$ cat src/pm_pkg.sv
// Constants and types for the per-link performance monitor snapshot block.
// Assumes a 40 MHz core clock and a simple strobed register port.
// Function
// [RULE_01] All snapshot registers refresh in one cycle
// [RULE_02] Manual trigger rising edge refreshes the group
// [RULE_03] Auto enable refreshes the group every second
// [RULE_04] CRC-6 errors counted in ESF, ten bits
// [RULE_05] F-bit errors counted in SF/DM/SLC, twelve bits
// [RULE_06] ESF: same counter counts alignment bit errors
// [RULE_07] Alignment change events in three bits
// [RULE_08] Sync loss events in five bits
// [RULE_09] Pattern detector bit errors in sixteen bits
// [RULE_10] AMI decoding: bipolar violations, sixteen bits
// [RULE_11] B8ZS decoding: code violations, same counter
// [RULE_12] Digital data format: DDS pattern errors, ten bits
// [RULE_13] Split counters: LSB low address, MSB high
// [RULE_14] Refresh copies accumulators, restarts them, keeps events
// [RULE_15] Accumulators saturate instead of wrapping
package pm_pkg;

    ////////////////////////////////////////////////////////////////////////
    // Register map, indirect addresses
    localparam logic [7:0] PM_ADDR_CRC_LO   = 8'h00;
    localparam logic [7:0] PM_ADDR_CRC_HI   = 8'h01;
    localparam logic [7:0] PM_ADDR_FBE_LO   = 8'h02;
    localparam logic [7:0] PM_ADDR_FBE_HI   = 8'h03;
    localparam logic [7:0] PM_ADDR_ALIGN    = 8'h04;
    localparam logic [7:0] PM_ADDR_SYNC     = 8'h05;
    localparam logic [7:0] PM_ADDR_PAT_LO   = 8'h06;
    localparam logic [7:0] PM_ADDR_PAT_HI   = 8'h07;
    localparam logic [7:0] PM_ADDR_LCV_LO   = 8'h08;
    localparam logic [7:0] PM_ADDR_LCV_HI   = 8'h09;
    localparam logic [7:0] PM_ADDR_DDS_LO   = 8'h0a;
    localparam logic [7:0] PM_ADDR_DDS_HI   = 8'h0b;
    // Control and interrupt registers placed after the counter map
    localparam logic [7:0] PM_ADDR_CTRL     = 8'h10;
    localparam logic [7:0] PM_ADDR_IRQ_STAT = 8'h11;
    localparam logic [7:0] PM_ADDR_IRQ_MASK = 8'h12;
    localparam logic [7:0] PM_ADDR_MODE     = 8'h13;

    ////////////////////////////////////////////////////////////////////////
    // Field layout
    localparam int PM_CTRL_AUTO_BIT   = 0;
    localparam int PM_CTRL_MANUAL_BIT = 1;
    localparam int PM_CRC_HI_POS      = 4;
    localparam int PM_W_CRC   = 10;
    localparam int PM_W_FBE   = 12;
    localparam int PM_W_ALIGN = 3;
    localparam int PM_W_SYNC  = 5;
    localparam int PM_W_PAT   = 16;
    localparam int PM_W_LCV   = 16;
    localparam int PM_W_DDS   = 10;
    // Interrupt status bits
    localparam int PM_IRQ_SNAP_BIT = 0;
    localparam int PM_IRQ_SAT_BIT  = 1;
    localparam int PM_IRQ_W        = 2;
    localparam logic [7:0] PM_RESET_BYTE = 8'h00;

    ////////////////////////////////////////////////////////////////////////
    // Timing: one-second auto refresh at 40 MHz
    localparam longint PM_CLK_HZ     = 40_000_000;
    localparam longint PM_AUTO_SEC   = 1;
    localparam int     PM_AUTO_CYCLES = int'(PM_CLK_HZ * PM_AUTO_SEC);

    ////////////////////////////////////////////////////////////////////////
    // Framing format and line decoding modes
    typedef enum logic [1:0] {
        PM_FMT_SF   = 2'b00,
        PM_FMT_ESF  = 2'b01,
        PM_FMT_DIGITAL_DATA = 2'b10,
        PM_FMT_SLC  = 2'b11
    } pm_format_e;

    typedef enum logic {
        PM_DEC_AMI  = 1'b0,
        PM_DEC_B8ZS = 1'b1
    } pm_decode_e;

    // Event strobes from framer, line decoder and pattern detector
    typedef struct packed {
        logic crc6_err;
        logic fbit_err;
        logic align_bit_err;
        logic align_change;
        logic sync_loss;
        logic pattern_err;
        logic bipolar_viol;
        logic code_viol;
        logic dds_err;
    } pm_events_s;

    // Register port request
    typedef struct packed {
        logic [7:0] addr;
        logic [7:0] wdata;
        logic       wr;
        logic       rd;
    } pm_bus_s;

endpackage

$ cat src/pm_perf_monitor.sv
// Performance monitor counters with group snapshot for one receive link.
// Events are one-cycle pulses synchronous to core_clk_i; the register
// port is a simple strobed slave with read data one cycle after the read.
//
// Design decision made here: the address-and-strobe port.
`timescale 1ns/1ps
module pm_perf_monitor
    import pm_pkg::*;
#(
    parameter int AUTO_CYCLES = PM_AUTO_CYCLES
) (
    input  wire logic       core_clk_i,
    input  wire logic       reset_i,
    input  wire pm_bus_s    bus_i,
    output logic [7:0]      rdata_o,
    input  wire pm_events_s events_i,
    output logic            irq_o
);

    ////////////////////////////////////////////////////////////////////////
    // Saturating increment shared by every accumulator
    function automatic logic [15:0] sat_inc(input logic [15:0] v,
                                            input logic [15:0] vmax,
                                            input logic        ev);
        logic [15:0] r;
        r = v;
        if (ev && (v != vmax)) begin
            r = v + 16'h0001;
        end
        return r;
    endfunction

    function automatic logic [15:0] wmax(input int w);
        return 16'((32'h1 << w) - 1);
    endfunction

    // Next accumulator value: a refresh restarts the count but keeps an
    // event of the refresh cycle for the new interval; otherwise count up
    // and stick at all ones, so an overflowing interval never reads small
    function automatic logic [15:0] acc_next(input logic [15:0] v,
                                             input int          w,
                                             input logic        ev,
                                             input logic        refresh);
        logic [15:0] r;
        if (refresh) begin
            r = {15'h0000, ev}; // RULE_14
        end else begin
            r = sat_inc(v, wmax(w), ev); // RULE_15
        end
        return r;
    endfunction

    ////////////////////////////////////////////////////////////////////////
    // Control and mode state
    logic             auto_en_r;
    logic             manual_bit_r;
    pm_format_e       format_r;
    pm_decode_e       decode_r;
    logic [PM_IRQ_W-1:0] irq_stat_r;
    logic [PM_IRQ_W-1:0] irq_mask_r;
    logic [31:0]      sec_cnt_r;
    logic             snap;
    logic             manual_rise;
    logic             tick;
    logic             wr_ctrl;

    assign wr_ctrl = bus_i.wr && (bus_i.addr == PM_ADDR_CTRL);
    // Only a 0 to 1 change of the manual bit refreshes
    assign manual_rise = wr_ctrl && !manual_bit_r
                         && bus_i.wdata[PM_CTRL_MANUAL_BIT]; // RULE_02
    assign tick = auto_en_r && (sec_cnt_r == 32'(AUTO_CYCLES - 1)); // RULE_03
    // One shared strobe keeps every snapshot on the same interval
    assign snap = manual_rise || tick; // RULE_01

    // Control register writes
    always_ff @(posedge core_clk_i or posedge reset_i) begin
        if (reset_i) begin
            auto_en_r    <= 1'b0;
            manual_bit_r <= 1'b0;
        end else if (wr_ctrl) begin
            auto_en_r    <= bus_i.wdata[PM_CTRL_AUTO_BIT];
            manual_bit_r <= bus_i.wdata[PM_CTRL_MANUAL_BIT];
        end
    end

    // Mode register: format in bits 1:0, decoding in bit 2
    always_ff @(posedge core_clk_i or posedge reset_i) begin
        if (reset_i) begin
            format_r <= PM_FMT_SF;
            decode_r <= PM_DEC_AMI;
        end else if (bus_i.wr && (bus_i.addr == PM_ADDR_MODE)) begin
            format_r <= pm_format_e'(bus_i.wdata[1:0]);
            decode_r <= pm_decode_e'(bus_i.wdata[2]);
        end
    end

    // One-second divider; restarts when auto refresh is off
    always_ff @(posedge core_clk_i or posedge reset_i) begin
        if (reset_i) begin
            sec_cnt_r <= 32'h0000_0000;
        end else if (!auto_en_r || tick) begin
            sec_cnt_r <= 32'h0000_0000;
        end else begin
            sec_cnt_r <= sec_cnt_r + 32'h0000_0001;
        end
    end

    ////////////////////////////////////////////////////////////////////////
    // Qualify events by mode
    logic ev_crc, ev_fbe, ev_align, ev_sync, ev_pat, ev_lcv, ev_dds;

    assign ev_crc = events_i.crc6_err && (format_r == PM_FMT_ESF); // RULE_04
    always_comb begin
        if (format_r == PM_FMT_ESF) begin
            ev_fbe = events_i.align_bit_err; // RULE_06
        end else begin
            ev_fbe = events_i.fbit_err; // RULE_05
        end
    end
    assign ev_align = events_i.align_change; // RULE_07
    assign ev_sync  = events_i.sync_loss; // RULE_08
    assign ev_pat   = events_i.pattern_err; // RULE_09
    always_comb begin
        if (decode_r == PM_DEC_B8ZS) begin
            ev_lcv = events_i.code_viol; // RULE_11
        end else begin
            ev_lcv = events_i.bipolar_viol; // RULE_10
        end
    end
    assign ev_dds = events_i.dds_err
                    && (format_r == PM_FMT_DIGITAL_DATA); // RULE_12

    ////////////////////////////////////////////////////////////////////////
    // Accumulators and snapshots
    logic [PM_W_CRC-1:0]   acc_crc_r,   snp_crc_r;
    logic [PM_W_FBE-1:0]   acc_fbe_r,   snp_fbe_r;
    logic [PM_W_ALIGN-1:0] acc_align_r, snp_align_r;
    logic [PM_W_SYNC-1:0]  acc_sync_r,  snp_sync_r;
    logic [PM_W_PAT-1:0]   acc_pat_r,   snp_pat_r;
    logic [PM_W_LCV-1:0]   acc_lcv_r,   snp_lcv_r;
    logic [PM_W_DDS-1:0]   acc_dds_r,   snp_dds_r;
    logic                  any_sat;

    // Saturation of any accumulator raises an interrupt event
    assign any_sat = (16'(acc_crc_r) == wmax(PM_W_CRC))
                  || (16'(acc_fbe_r) == wmax(PM_W_FBE))
                  || (16'(acc_align_r) == wmax(PM_W_ALIGN))
                  || (16'(acc_sync_r) == wmax(PM_W_SYNC))
                  || (acc_pat_r == wmax(PM_W_PAT))
                  || (acc_lcv_r == wmax(PM_W_LCV))
                  || (16'(acc_dds_r) == wmax(PM_W_DDS));

    // CRC-6 error accumulator; only fed in ESF
    always_ff @(posedge core_clk_i or posedge reset_i) begin
        if (reset_i) begin
            acc_crc_r <= '0;
        end else begin
            acc_crc_r <= PM_W_CRC'(acc_next(16'(acc_crc_r),
                                   PM_W_CRC, ev_crc, snap)); // RULE_14
        end
    end

    // F-bit or alignment bit error accumulator
    always_ff @(posedge core_clk_i or posedge reset_i) begin
        if (reset_i) begin
            acc_fbe_r <= '0;
        end else begin
            acc_fbe_r <= PM_W_FBE'(acc_next(16'(acc_fbe_r),
                                   PM_W_FBE, ev_fbe, snap));
        end
    end

    // Alignment change accumulator; three bits fill up quickly
    always_ff @(posedge core_clk_i or posedge reset_i) begin
        if (reset_i) begin
            acc_align_r <= '0;
        end else begin
            acc_align_r <= PM_W_ALIGN'(acc_next(16'(acc_align_r),
                                       PM_W_ALIGN, ev_align, snap));
        end
    end

    // Sync loss accumulator
    always_ff @(posedge core_clk_i or posedge reset_i) begin
        if (reset_i) begin
            acc_sync_r <= '0;
        end else begin
            acc_sync_r <= PM_W_SYNC'(acc_next(16'(acc_sync_r),
                                     PM_W_SYNC, ev_sync, snap));
        end
    end

    // Pattern detector bit error accumulator, full width of the function
    always_ff @(posedge core_clk_i or posedge reset_i) begin
        if (reset_i) begin
            acc_pat_r <= '0;
        end else begin
            acc_pat_r <= acc_next(acc_pat_r, PM_W_PAT, ev_pat, snap);
        end
    end

    // Line violation accumulator, source picked by the decoding mode
    always_ff @(posedge core_clk_i or posedge reset_i) begin
        if (reset_i) begin
            acc_lcv_r <= '0;
        end else begin
            acc_lcv_r <= acc_next(acc_lcv_r, PM_W_LCV, ev_lcv, snap);
        end
    end

    // DDS pattern error accumulator; only fed in digital data format
    always_ff @(posedge core_clk_i or posedge reset_i) begin
        if (reset_i) begin
            acc_dds_r <= '0;
        end else begin
            acc_dds_r <= PM_W_DDS'(acc_next(16'(acc_dds_r),
                                   PM_W_DDS, ev_dds, snap));
        end
    end

    // Every snapshot loads on the one shared strobe, so the group
    // always describes the same interval
    always_ff @(posedge core_clk_i or posedge reset_i) begin
        if (reset_i) begin
            snp_crc_r <= '0;
        end else if (snap) begin
            snp_crc_r <= acc_crc_r; // RULE_01
        end
    end

    // F-bit or alignment bit error snapshot
    always_ff @(posedge core_clk_i or posedge reset_i) begin
        if (reset_i) begin
            snp_fbe_r <= '0;
        end else if (snap) begin
            snp_fbe_r <= acc_fbe_r;
        end
    end

    // Alignment change snapshot
    always_ff @(posedge core_clk_i or posedge reset_i) begin
        if (reset_i) begin
            snp_align_r <= '0;
        end else if (snap) begin
            snp_align_r <= acc_align_r;
        end
    end

    // Sync loss snapshot
    always_ff @(posedge core_clk_i or posedge reset_i) begin
        if (reset_i) begin
            snp_sync_r <= '0;
        end else if (snap) begin
            snp_sync_r <= acc_sync_r;
        end
    end

    // Pattern error snapshot; both bytes come from one load, no latching
    always_ff @(posedge core_clk_i or posedge reset_i) begin
        if (reset_i) begin
            snp_pat_r <= '0;
        end else if (snap) begin
            snp_pat_r <= acc_pat_r;
        end
    end

    // Line violation snapshot
    always_ff @(posedge core_clk_i or posedge reset_i) begin
        if (reset_i) begin
            snp_lcv_r <= '0;
        end else if (snap) begin
            snp_lcv_r <= acc_lcv_r;
        end
    end

    // DDS pattern error snapshot
    always_ff @(posedge core_clk_i or posedge reset_i) begin
        if (reset_i) begin
            snp_dds_r <= '0;
        end else if (snap) begin
            snp_dds_r <= acc_dds_r; // RULE_14
        end
    end

    ////////////////////////////////////////////////////////////////////////
    // Interrupts: set wins over a write-one clear in the same cycle
    logic [PM_IRQ_W-1:0] irq_set;
    assign irq_set = {any_sat, snap};

    always_ff @(posedge core_clk_i or posedge reset_i) begin
        if (reset_i) begin
            irq_stat_r <= '0;
        end else begin
            if (bus_i.wr && (bus_i.addr == PM_ADDR_IRQ_STAT)) begin
                irq_stat_r <= (irq_stat_r & ~bus_i.wdata[PM_IRQ_W-1:0])
                              | irq_set;
            end else begin
                irq_stat_r <= irq_stat_r | irq_set;
            end
        end
    end

    always_ff @(posedge core_clk_i or posedge reset_i) begin
        if (reset_i) begin
            irq_mask_r <= '0;
        end else if (bus_i.wr && (bus_i.addr == PM_ADDR_IRQ_MASK)) begin
            irq_mask_r <= bus_i.wdata[PM_IRQ_W-1:0];
        end
    end

    // Registered so the pin comes straight from a flip-flop
    always_ff @(posedge core_clk_i or posedge reset_i) begin
        if (reset_i) begin
            irq_o <= 1'b0;
        end else begin
            irq_o <= |((irq_stat_r | irq_set) & irq_mask_r);
        end
    end

    ////////////////////////////////////////////////////////////////////////
    // Read mux; unmapped addresses read zero
    logic [7:0] rd_mux;
    always_comb begin
        rd_mux = PM_RESET_BYTE;
        case (bus_i.addr)
            PM_ADDR_CRC_LO:   rd_mux = snp_crc_r[7:0]; // RULE_13
            PM_ADDR_CRC_HI:   rd_mux = {2'b00, snp_crc_r[9:8], 4'h0};
            PM_ADDR_FBE_LO:   rd_mux = snp_fbe_r[7:0];
            PM_ADDR_FBE_HI:   rd_mux = {4'h0, snp_fbe_r[11:8]};
            PM_ADDR_ALIGN:    rd_mux = {5'b00000, snp_align_r};
            PM_ADDR_SYNC:     rd_mux = {3'b000, snp_sync_r};
            PM_ADDR_PAT_LO:   rd_mux = snp_pat_r[7:0];
            PM_ADDR_PAT_HI:   rd_mux = snp_pat_r[15:8];
            PM_ADDR_LCV_LO:   rd_mux = snp_lcv_r[7:0];
            PM_ADDR_LCV_HI:   rd_mux = snp_lcv_r[15:8];
            PM_ADDR_DDS_LO:   rd_mux = snp_dds_r[7:0];
            PM_ADDR_DDS_HI:   rd_mux = {6'b000000, snp_dds_r[9:8]};
            PM_ADDR_CTRL:     rd_mux = {6'b000000, manual_bit_r, auto_en_r};
            PM_ADDR_IRQ_STAT: rd_mux = {6'b000000, irq_stat_r};
            PM_ADDR_IRQ_MASK: rd_mux = {6'b000000, irq_mask_r};
            PM_ADDR_MODE:     rd_mux = {5'b00000, decode_r, format_r};
            default:          rd_mux = PM_RESET_BYTE;
        endcase
    end

    // Read data stands only in the cycle after the read strobe
    always_ff @(posedge core_clk_i or posedge reset_i) begin
        if (reset_i) begin
            rdata_o <= PM_RESET_BYTE;
        end else if (bus_i.rd) begin
            rdata_o <= rd_mux;
        end else begin
            rdata_o <= PM_RESET_BYTE;
        end
    end

endmodule

$ cat config.mk
export PLATFORM = sky130hd
export DESIGN_NAME = pm_perf_monitor
export DESIGN_NICKNAME = d
export VERILOG_FILES = /design/src/pm_pkg.sv /design/src/pm_perf_monitor.sv
export SDC_FILE = /design/constraint.sdc
export NUM_CORES = 1
export LEC_CHECK = 0
export ABC_AREA = 1
export BUFFER_PORTS_ARGS = -buffer_cell sky130_fd_sc_hd__buf_2
export CAP_MARGIN = 10
export CORE_MARGIN = 1
export CORE_UTILIZATION = 42
export CTS_CLUSTER_DIAMETER = 60
export DETAILED_ROUTE_END_ITERATION = 8
export SLEW_MARGIN = 20
export SYNTH_ARGS = -nofsm -noshare
export SYNTH_HDL_FRONTEND = slang
export SYNTH_SLANG_ARGS = --single-unit
$ cat constraint.sdc
create_clock -name core_clk_i -period 13.83 [get_ports core_clk_i]
set_clock_uncertainty 0.05 [all_clocks]
set_input_delay 2.766 -clock core_clk_i [delete_from_list [all_inputs] [get_ports core_clk_i]]
set_output_delay 2.766 -clock core_clk_i [all_outputs]
set_load 0.02 [all_outputs]
# [Word-level counts from Yosys, hierarchy flattened]
# Cells that the tools add are included.
[totals] regBits=194
[classes] add_sub_neg=8 n_eq_ne=32 reduce_logical=35 bitwise_logic=5 mux=20
[op_table] op="$pmux 8 s16" count=1
[op_table] op="$mux 16" count=4
[op_table] op="$mux 10" count=4
[op_table] op="$add 16x1->16 const B" count=2
[op_table] op="$add 32x1->32 const B" count=1
[op_table] op="$eq 16x16->1 const B" count=2
[op_table] op="$eq 32x26->1 const B" count=1
[op_table] op="$eq 8x3->1 const B" count=4
[op_table] op="$eq 8x4->1 const B" count=4
[op_table] op="$eq 8x5->1 const B" count=4
[op_table] op="$mux 32" count=1
[op_table] op="$ne 16x16->1 const B" count=2
[op_table] op="$mux 12" count=2
[op_table] op="$add 10x1->10 const B" count=2
[op_table] op="$eq 10x10->1 const B" count=2
[op_table] op="$ne 10x10->1 const B" count=2
[op_table] op="$eq 8x2->1 const B" count=2
[op_table] op="$logic_and 1x1->1" count=16
[op_table] op="$reduce_bool 2->1" count=7
[op_table] op="$add 12x1->12 const B" count=1
[op_table] op="$eq 12x12->1 const B" count=1
[op_table] op="$ne 12x12->1 const B" count=1
[op_table] op="$mux 5" count=2
[op_table] op="$eq 8x1->1 const B" count=1
[op_table] op="19 further kinds" count=31

# [Longest topological paths before layout]
# Gate-level depths: netlist of run 1.
[logic_depth] word_depth=10 mapped_depth=11 ltp_nobuf=11

# [Least setup slack after synthesis of run 1]
# No wires, ideal clock.
[synth_timing] kind="input-to-reg" from="input bus_i[13] (netlist name)" to="register acc_dds_r[7]" arrival_ps=3987 setup_time_ps=119 stages=8 n_path_buf=2 required_ps=13661 slack_ps=9675 path_cell_list="nor2_1 nand2_2 nor3_4 nand3_2 buf_2 buf_2 nand4_1 nand2_1"
[synth_between] elab_chain_len=6
[synth_lines] element="start, declared" line="pm_perf_monitor.sv:14" text="input wire pm_bus_s bus_i,"
[synth_lines] element="$eq 8x5->1 (*)" line="pm_perf_monitor.sv:67" text="assign wr_ctrl = bus_i.wr && (bus_i.addr == PM_ADDR_CTRL);"
[synth_lines] element="$logic_and 1x1->1 (*)" line="pm_perf_monitor.sv:67"
[synth_lines] element="$logic_and 1x1->1 (*)" line="pm_perf_monitor.sv:69" text="assign manual_rise = wr_ctrl && !manual_bit_r"
[synth_lines] element="$logic_and 1x1->1 (*)" line="pm_perf_monitor.sv:70" text="&& bus_i.wdata[PM_CTRL_MANUAL_BIT];"
[synth_lines] element="$logic_or 1x1->1 (*)" line="pm_perf_monitor.sv:73" text="assign snap = manual_rise || tick;"
[synth_lines] element="$mux 10 / $reduce_bool 2->1 (equally long branches)"
[synth_lines] element="end signal, assigned" line="pm_perf_monitor.sv:216" text="acc_dds_r <= PM_W_DDS'(acc_next(16'(acc_dds_r),"
[synth_lines] element="end, declared" line="pm_perf_monitor.sv:141" text="logic [PM_W_DDS-1:0] acc_dds_r, snp_dds_r;"
# Mark *: on every way between the ends. The rest lies on a longest branch, timed or not.
# A chain may end at the register's enable or synchronous reset.

# [Final worst setup path of run 1]
[layout_timing] from="input bus_i[13] (netlist name)" to="register snp_fbe_r[11]"
[layout_between] elab_chain_len=5
[layout_lines] element="$eq 8x5->1" line="pm_perf_monitor.sv:67"
[layout_lines] element="$logic_and 1x1->1" line="pm_perf_monitor.sv:67"
[layout_lines] element="$logic_and 1x1->1" line="pm_perf_monitor.sv:69"
[layout_lines] element="$logic_and 1x1->1" line="pm_perf_monitor.sv:70"
[layout_lines] element="$logic_or 1x1->1" line="pm_perf_monitor.sv:73"
[layout_lines] element="end signal, assigned" line="pm_perf_monitor.sv:236" text="snp_fbe_r <= acc_fbe_r;"
[layout_lines] element="end, declared" line="pm_perf_monitor.sv:136" text="logic [PM_W_FBE-1:0] acc_fbe_r, snp_fbe_r;"
# No other way between the ends.

==> results of run 1 <==
-- worst max-delay path, delay by kind of cell --
family,cells,cell delay [ns]
and+or+nand+nor,7,2.26
buffers and inverters,2,0.73
-- cell type report --
type / count / area, um2 / area share [%]
clock inverters: 12 / 145 / 1.23
multi-input cells: 1101 / 5110 / 43.3
flip-flops and latches: 194 / 4850 / 41.1
inverters: 158 / 601 / 5.09
repair buffers: 40 / 224 / 1.90
well taps: 330 / 413 / 3.50
clock buffers: 20 / 457 / 3.87
-- power groups by stage --
stage	Clock, W	Combinational (W)	Sequential, W
6_report	0.000517	0.000135	0.000656
5_1_grt	0.000550	0.000160	0.000663
4_1_cts	0.000527	0.000137	0.000655
3_5_place_dp	0	0.000136	0.000666
3_3_place_gp	0	0.000131	0.000666
2_1_floorplan	0	0.000110	0.000648
-- final timing paths --
check                                end  slack, ns
setup / recovery           snp_fbe_r[11]       8.31
hold / removal              sec_cnt_r[0]       0.43
setup reg to reg           snp_fbe_r[11]      10.44
hold reg to reg             sec_cnt_r[0]       0.43
max in group asynchronous   snp_crc_r[5]       9.98
min in group asynchronous   acc_fbe_r[5]       2.42
-- cell usage in the layout, fill, tap and decap left out, types with 32 or more instances in the layout --
cell,n
nand4_1,76
nor3_1,36
buf_2,32
nand2_1,436
dfrtp_1,194
inv_1,156
xor2_1,34
o21ai_0,42
nand3_1,160
nor2_1,244
-- stage by stage --
stage	cells	power (W)	setup slack [ns]
6_report	1855	0.00131	8.31
5_1_grt	1855	0.00137	8.06
4_1_cts	1855	0.00132	8.37
3_5_place_dp	1823	0.000802	7.90
3_3_place_gp	1823	0.000797	7.94
2_1_floorplan	1502	0.000758	5.73
-- layer usage --
layer | track usage [%] | up-vias | wire (um)
met2 | 36.9 | 190 | 13200
met4 | 6.43 | 2 | 498
met5 | 0 | - | 13
met3 | 3.73 | 35 | 1170
li1 | - | 4823 | -
met1 | 31.7 | 4559 | 13500
-- cell families after synthesis --
| family | Yosys count | share of synthesized area [%] |
|---|---|---|
| compound gates | 73 | 3.62 |
| xor+xnor | 47 | 3.82 |
| fa+ha+maj | 10 | 1.16 |
| buf+inv | 207 | 7.77 |
| flops | 194 | 45.1 |
| mux | 1 | 0.104 |
| simple gates | 970 | 38.5 |
-- registers in the layout, summed over array words and instances (netlist names), 12 cells and up --
signal,cells
acc_fbe_r,12
acc_lcv_r,16
acc_pat_r,16
sec_cnt_r,32
snp_fbe_r,12
snp_lcv_r,16
snp_pat_r,16
==> results.ini, run 1 <==
[sta]
finalSetupTns_ns=0
slew_violations=0
tightestPinTransition_ns=0.957
rsz0062_at_grt=no
fmax_mhz=181
max_slew_margin_pct=36.0
setup_viol=0
hold_slack_ns=0.430
hold_violations=0
post-route-period-util_pct=39.9
layout_min_cycle_time_ns=5.52

[drt]
initialDrtViolationCount=730
dr.pass1.iters=5
postRouteAntennaNets=0
drcViolationCount=0
finalWirelength_um=28300
viasPerCell=5.18
wl_per_cell_um=15.3
vias=9609

[clock_network]
cts_root_buffer=clkbuf_16
cts_made_buffers=17
cts_setup_buffers=0
cts_tree=built
cts_resized=0
cts.clk_slew.worst_paths_ns=0.08
clock_path_buffers=2
hold_buffers=0
htreeDepth=4
clk-insertion-delay-late_ns=0.44
clkSinkCount=194

[setup_path]
crit_path_end_kind=register
critPathLaunch=bus_i[13]
crit_chain=buf_2 > nor2_1 > nand2_2 > nor3_4 > nand3_4 > nand2_2 > buf_4 > nand2_1 > nand2_1
rr_startpoint=sec_cnt_r[0]
startpoint_type=input port
critPathSlowestCell=nand2_2
worst_ep_required_time_ns=14.15
critPathMaxStageDelay_ns=0.76
critical_path_class=input port to register
worstPathArrival_ns=5.84
ff2ff_path_depth=10
crit_fanout=56

[finish]
fillCellCount=2517
layout.nets=1551
finish.utilization_pct=46.9
area_growth_pct=9.51
antenna-diode-count=0
drive_gt1_share_pct=5.64
finalInstanceArea_um2=11800

[worst_hold_path]
hold_class=register to register
whs_path_depth=1
min_from=sec_cnt_r[0]

[yosys]
synth_top_area_cell=dfrtp_1
syn_area_per_cell_um2=7.17
synth_top_area_share_pct=45.1
synth-edff-count=0
synthTopCellsByArea=dfrtp_1 (45%), nand2_1 (15%), nor2_1 (8.6%), nand3_1 (7.4%), inv_1 (5.5%)
postSynthNetCount=1541
syn-instance-count=1502
yosys_register_bits=194
async_flop_share_pct=100
synthFlopType=dfrtp_1
synth_cell_types=32
synth_warnings=0
synth_commonest_cells=nand2_1 (437), nor2_1 (246), dfrtp_1 (194)
seq_area_frac_synth_pct=45.1
yosysMostFrequentCell=nand2_1
syn_area_um2=10800

[grt]
grtUsageTotal_pct=22.9
grt_pass1_wl_um=47400
grt_max_degree=114
grt_pass1_vias=9233
gr-total-overflow=0
grt_antenna_before_repair=1

[power_and_ir_drop]
p_seq_share_pct=50.1
swShare_pct=28.3
p_int_w=0.000938
clockPowerShare_pct=39.6
switchingPower_w=0.000370
p_leak_nw=5.75
pwr-share-comb_pct=10.3
peakVddDrop_v=0.0000587
power_density_nw_per_um2=111

[floorplanning]
die_w_um=162
core_um2=25200
io_pins=38
die_y_um=162
die_area_um2=26300
start_util_pct=42.8
rows=58

[outcome]
status=completed

[place]
gp_congestion=0.873
portBuffers=32
placed_cell_area_um2=11200
post-dp-hpwl_um=19600

[job]
maxCapViolations=0

No activity file was read; power rests on OpenSTA's default activity.
==> run 2: changes to the inputs <==
- clock period: 13.83 -> 5.6 ns (I/O delays scaled with it)
==> run 2 against run 1 <==
  * Non-clock buffer count up 1
  * Combinational power rose by 150%
  * Final area up 0.25%
  * Critical path depth unchanged
  * Cell count hardly changed
  * Sequential cell count unchanged
  * Critical path type is now register to register
  * Highest routed layer is now met4
==> results.ini, run 2 (synthesis gave the netlist of run 1 again) <==
[outcome]
status=completed

[setup_path]
r2r_setup_slack_ns=2.38  ; -8.06 ns
crit_path_end_kind=register
r2r-end=acc_fbe_r[0]
startpoint_type=register
critical_path_class=register to register
rr_startpoint=sec_cnt_r[0]
ff2ff_path_depth=9  ; -1
worstPathArrival_ns=3.55  ; -2.29 ns
crit_fanout=21  ; -63%
worst_ep_required_time_ns=5.93  ; -8.22 ns

[power_and_ir_drop]
power_density_nw_per_um2=275  ; +150%
p_leak_nw=5.76  ; +0.21%
peakVddDrop_v=0.000186  ; +220%

[clock_network]
cts_root_buffer=clkbuf_16
clk-insertion-delay-late_ns=0.45  ; about the same
hold_buffers=0  ; unchanged
cts_tree=built
clock_path_buffers=2  ; unchanged
cts_made_buffers=17  ; unchanged
htreeDepth=4  ; unchanged
cts.clk_slew.worst_paths_ns=0.08  ; about the same
cts_resized=0  ; unchanged
cts_setup_buffers=0  ; unchanged
clkSinkCount=194  ; unchanged

[drt]
finalWirelength_um=28000  ; -1.4%
initialDrtViolationCount=749  ; +2.6%
postRouteAntennaNets=0  ; unchanged
dr.pass1.iters=5  ; unchanged
vias=9564  ; -0.47%
drcViolationCount=0  ; unchanged
viasPerCell=5.15  ; -0.52%
wl_per_cell_um=15.1  ; -1.4%

[grt]
grt_pass1_vias=9029  ; -2.2%
grt_pass1_wl_um=46800  ; -1.2%
grtUsageTotal_pct=22.7  ; -0.17 points
grt_max_degree=154  ; +35%
gr-total-overflow=0  ; unchanged
grt_antenna_before_repair=0  ; -1

[finish]
antenna-diode-count=0  ; unchanged
layout_common_cells=nand2_1 (436), nor2_1 (244), dfrtp_1 (194)
area_growth_pct=9.79
top_register=sec_cnt_r
finish.utilization_pct=47.0  ; +0.12 points
largest_reg_flops=32  ; unchanged
finalInstanceArea_um2=11800  ; +0.25%
layout.nets=1552  ; +0.064%
fillCellCount=2510  ; -0.28%
regArea_um2=4850  ; unchanged
drive_gt1_share_pct=5.77  ; +0.13 points
multiInputGateArea_um2=5110  ; unchanged
final_common_cell=nand2_1

[worst_hold_path]
hold_class=register to register
min_from=acc_sync_r[3]
whs_endpoint=snp_sync_r[3]
whs_path_depth=2  ; +1

[place]
gp_congestion=0.890  ; +1.9%
portBuffers=32  ; unchanged
post-dp-hpwl_um=19200  ; -1.9%
placed_cell_area_um2=11200  ; +0.14%

[sta]
hold_slack_ns=0.443  ; +0.0135 ns
layout_min_cycle_time_ns=3.22
rsz0062_at_grt=no
hold_violations=0  ; unchanged
finalSetupTns_ns=0  ; unchanged
post-route-period-util_pct=57.5
slew_violations=0  ; unchanged
max_slew_margin_pct=29.4  ; -6.6 points
tightestPinTransition_ns=1.06  ; +0.101 ns
fmax_mhz=310
setup_viol=0  ; unchanged

[floorplanning]
rows=58  ; unchanged
die_y_um=162  ; unchanged
io_pins=38  ; unchanged
die_area_um2=26300  ; unchanged
core_um2=25200  ; unchanged
die_w_um=162  ; unchanged
start_util_pct=42.8  ; unchanged

[job]
maxCapViolations=0  ; unchanged

run 2: cell count changes in the layout (fill, tap and decap cells not counted):
| cell | change |
|---|---|
| clkbuf_8 | -2 |
| clkinv_4 | +2 |
| clkinv_8 | +2 |
| buf_12 | +1 |
| buf_4 | +1 |
| buf_6 | -1 |
| clkbuf_1 | -1 |
| clkinv_2 | -1 |
run 2: final cells by class:
class,count,share of cell area [%]
Timing Repair Buffer,41,2.03
Multi-Input combinational cell,1101,43.2
Tap cell,330,3.49
Sequential cell,194,41.0
Inverter,158,5.04
Clock inverter,15,1.64
Clock buffer,17,3.60
run 2: power by group:
part	switching (W)	internal, W	total [W]
sequential	0.000124	0.00149	0.00162
clock	0.000623	0.000683	0.00131
combinational	0.000204	0.000129	0.000333
total	0.000952	0.00231	0.00326
run 2: worst max-delay path, cell delays in order (launching register included):
cell and delay, ns:
dfrtp_1 0.40, ha_1 0.20, nand2_1 0.10, nor2_2 0.18, nand2_1 0.19, nor2_1 0.13, nand3_1 0.62, nand2_1 1.04
nand2_1 0.10, nand3_1 0.10
run 2: how the worst max path moves through the flow:
stage	from	endpoint	slack, ns
after floorplan	reset_i	acc_align_r[0]	1.93
after global placement	bus_i[13]	snp_dds_r[5]	2.24
after detailed placement	bus_i[13]	snp_dds_r[5]	2.23
after CTS	sec_cnt_r[0]	acc_fbe_r[0]	2.30
after global routing	sec_cnt_r[0]	acc_lcv_r[0]	2.13
final	sec_cnt_r[0]	acc_fbe_r[0]	2.38
run 2: metal layers:
layer  vias up  track usage (%)  wire length (um)
li1       4818                -                 -
met1      4503             31.8             13300
met2       205             36.5             13000
met3        38             3.04              1040
met4         0             7.16               584
met5         -                0                 0
run 2: per-stage QoR:
stage          setup slack (ns)  instances  power, W
2_1_floorplan              1.93       1502   0.00187
3_3_place_gp               2.24       1824   0.00197
3_5_place_dp               2.23       1824   0.00198
4_1_cts                    2.30       1856   0.00329
5_1_grt                    2.13       1856   0.00342
6_report                   2.38       1856   0.00326
==> run 3: changes to the inputs <==
- clock period: 5.6 -> 3.23 ns (I/O delays scaled with it)
==> run 3 against run 2 <==
  * Via count grew 0.77%
  * Critical endpoint is now acc_pat_r[3]
  * Core utilization grew 0.50 points
  * Power grew 73%
  * Sequential power grew 74%
  * Clock power grew 70%
  * Wire length grew 0.17%
  * Sequential share of layout area shrank 0.43 points
  * Sequential cell count is the same
  * Largest power group unchanged
  * Non-clock buffer count grew 10
  * Critical path depth is the same
  * Combinational power grew 76%
  * Count of clock-buffer cells in the layout grew 3
==> results.ini, run 3 (synthesis gave the netlist of run 1 again) <==
[finish]
antenna-diode-count=0  ; unchanged
fillCellCount=2547  ; +1.5%
layout.nets=1562  ; +0.64%
drive_gt1_share_pct=6.12  ; +0.35 points
final_common_cell=nand2_1
multiInputGateArea_um2=5100  ; about the same
layout_common_cells=nand2_1 (437), nor2_1 (244), dfrtp_1 (194)
regArea_um2=4850  ; unchanged
finish.utilization_pct=47.5  ; +0.50 points
area_growth_pct=10.9
top_register=sec_cnt_r
largest_reg_flops=32  ; unchanged

[sta]
max_slew_margin_pct=47.5  ; +18 points
worst_slack_ns=0.854  ; -1.52 ns
slew_violations=0  ; unchanged
post-route-period-util_pct=73.6  ; +16 points
fmax_mhz=421  ; +36%
hold_violations=0  ; unchanged
finalSetupTns_ns=0  ; unchanged
layout_min_cycle_time_ns=2.38  ; -0.845 ns
setup_viol=0  ; unchanged
tightestPinTransition_ns=0.779  ; -0.279 ns
rsz0062_at_grt=no

[clock_network]
clock_path_buffers=2  ; unchanged
clkSinkCount=194  ; unchanged
clk-insertion-delay-late_ns=0.44  ; about the same
cts_resized=0  ; unchanged
cts_setup_buffers=0  ; unchanged
cts_made_buffers=17  ; unchanged
cts_tree=built
htreeDepth=4  ; unchanged
cts_root_buffer=clkbuf_16
cts.clk_slew.worst_paths_ns=0.08  ; about the same
hold_buffers=0  ; unchanged

[power_and_ir_drop]
p_leak_nw=5.82  ; +1.0%
power_density_nw_per_um2=471  ; +71%
peakVddDrop_v=0.000341  ; +83%

[setup_path]
critPathMaxStageDelay_ns=0.50  ; -0.54 ns
critical_path_class=register to register
cp_top_family=simple AND/OR/NAND/NOR gates
crit_chain=ha_1 > nand2_1 > nor2_2 > nand2_1 > inv_1 > nand3_1 > buf_4 > nand2_1 > nor2_1
critPathSlowestCell=nand2_1
worstPathArrival_ns=2.62  ; -0.93 ns
critPathBufInv=2  ; +2
crit_path_end_kind=register
crit_fanout=11  ; -48%
worst_ep_required_time_ns=3.47  ; -2.46 ns
startpoint_type=register
cp_common_cell=nand2_1

[place]
gp_congestion=0.898  ; +0.91%
post-dp-hpwl_um=19900  ; +3.5%
portBuffers=32  ; unchanged
post-place-ws_ns=0.493  ; -1.74 ns

[floorplanning]
rows=58  ; unchanged
io_pins=38  ; unchanged
start_util_pct=42.8  ; unchanged
core_um2=25200  ; unchanged
die_y_um=162  ; unchanged
die_w_um=162  ; unchanged
die_area_um2=26300  ; unchanged

[drt]
vias=9638  ; +0.77%
initialDrtViolationCount=704  ; -6.0%
dr.pass1.iters=5  ; unchanged
wl_per_cell_um=15.0  ; -0.37%
drcViolationCount=0  ; unchanged
viasPerCell=5.17  ; +0.23%
finalWirelength_um=28000  ; +0.17%
postRouteAntennaNets=0  ; unchanged

[grt]
grtUsageTotal_pct=22.6  ; -0.15 points
grt_pass1_wl_um=46900  ; +0.27%
grt_max_degree=98  ; -36%
grt_antenna_before_repair=0  ; unchanged
grt_pass1_vias=9146  ; +1.3%
gr-total-overflow=0  ; unchanged

[worst_hold_path]
hold_class=input port to asynchronous set/reset pin

[job]
maxCapViolations=0  ; unchanged

[outcome]
status=completed

## run 3: cell count changes in the layout (fill, tap and decap cells not counted)
cell	before	now
inv_6	2	3
nand2_1	436	437
buf_4	8	13
buf_12	1	6
clkinvlp_4	2	3
bufinv_16	2	3
inv_8	4	1
clkinv_8	2	1
nand2_2	4	3
clkbuf_1	0	3
clkinv_4	3	1
## run 3: worst paths after layout
kind	cells after the start	to	slack [ns]	start
worst max-delay path	9	acc_pat_r[3]	0.85	sec_cnt_r[0]
worst min-delay path	2	acc_fbe_r[1]	0.23	reset_i
worst max register to register	9	acc_pat_r[3]	0.85	sec_cnt_r[0]
worst min register to register	1	sec_cnt_r[0]	0.45	sec_cnt_r[0]
max in group asynchronous	3	acc_dds_r[8]	2.05	reset_i
min in group core_clk_i	3	acc_align_r[0]	0.38	events_i[5]
## run 3: worst register-to-register path: stages, from the launching register on
cell	delay, ns
dfrtp_1	0.40
ha_1	0.21
nand2_1	0.11
nor2_2	0.19
nand2_1	0.17
inv_1	0.18
nand3_1	0.09
buf_4	0.22
nand2_1	0.50
nor2_1	0.12
## run 3: layer usage
metal | wire length [um] | up-vias | share of wire [%] | global-route usage, %
met4 | 441 | 0 | 1.6 | 6.09
met5 | 0 | - | 0 | 0
met3 | 1190 | 31 | 4.2 | 3.60
met1 | 13400 | 4572 | 48 | 31.7
li1 | - | 4838 | - | -
met2 | 13000 | 197 | 46 | 36.0
## run 3: per-stage QoR
stage	hold slack [ns]	instance area (um2)	std cells	power, W
after global placement	0.427	11300	1834	0.00343
after global routing	0.247	12000	1866	0.00591
after detailed placement	0.438	11300	1834	0.00345
after floorplan	0.392	10800	1502	0.00325
after CTS	0.226	12000	1866	0.00569
final	0.228	12000	1866	0.00563
## run 3: cell type report
type | count | share of cell area [%]
well taps | 330 | 3.45
flip-flops and latches | 194 | 40.6
multi-input cells | 1101 | 42.7
repair buffers | 51 | 3.16
clock inverters | 12 | 1.44
inverters | 158 | 4.99
clock buffers | 20 | 3.65
## run 3: power breakdown
group | internal (W) | total [W] | switching (W)
registers | 0.00259 | 0.00282 | 0.000226
clock network | 0.00124 | 0.00223 | 0.000990
logic | 0.000230 | 0.000585 | 0.000355
total | 0.00406 | 0.00563 | 0.00157
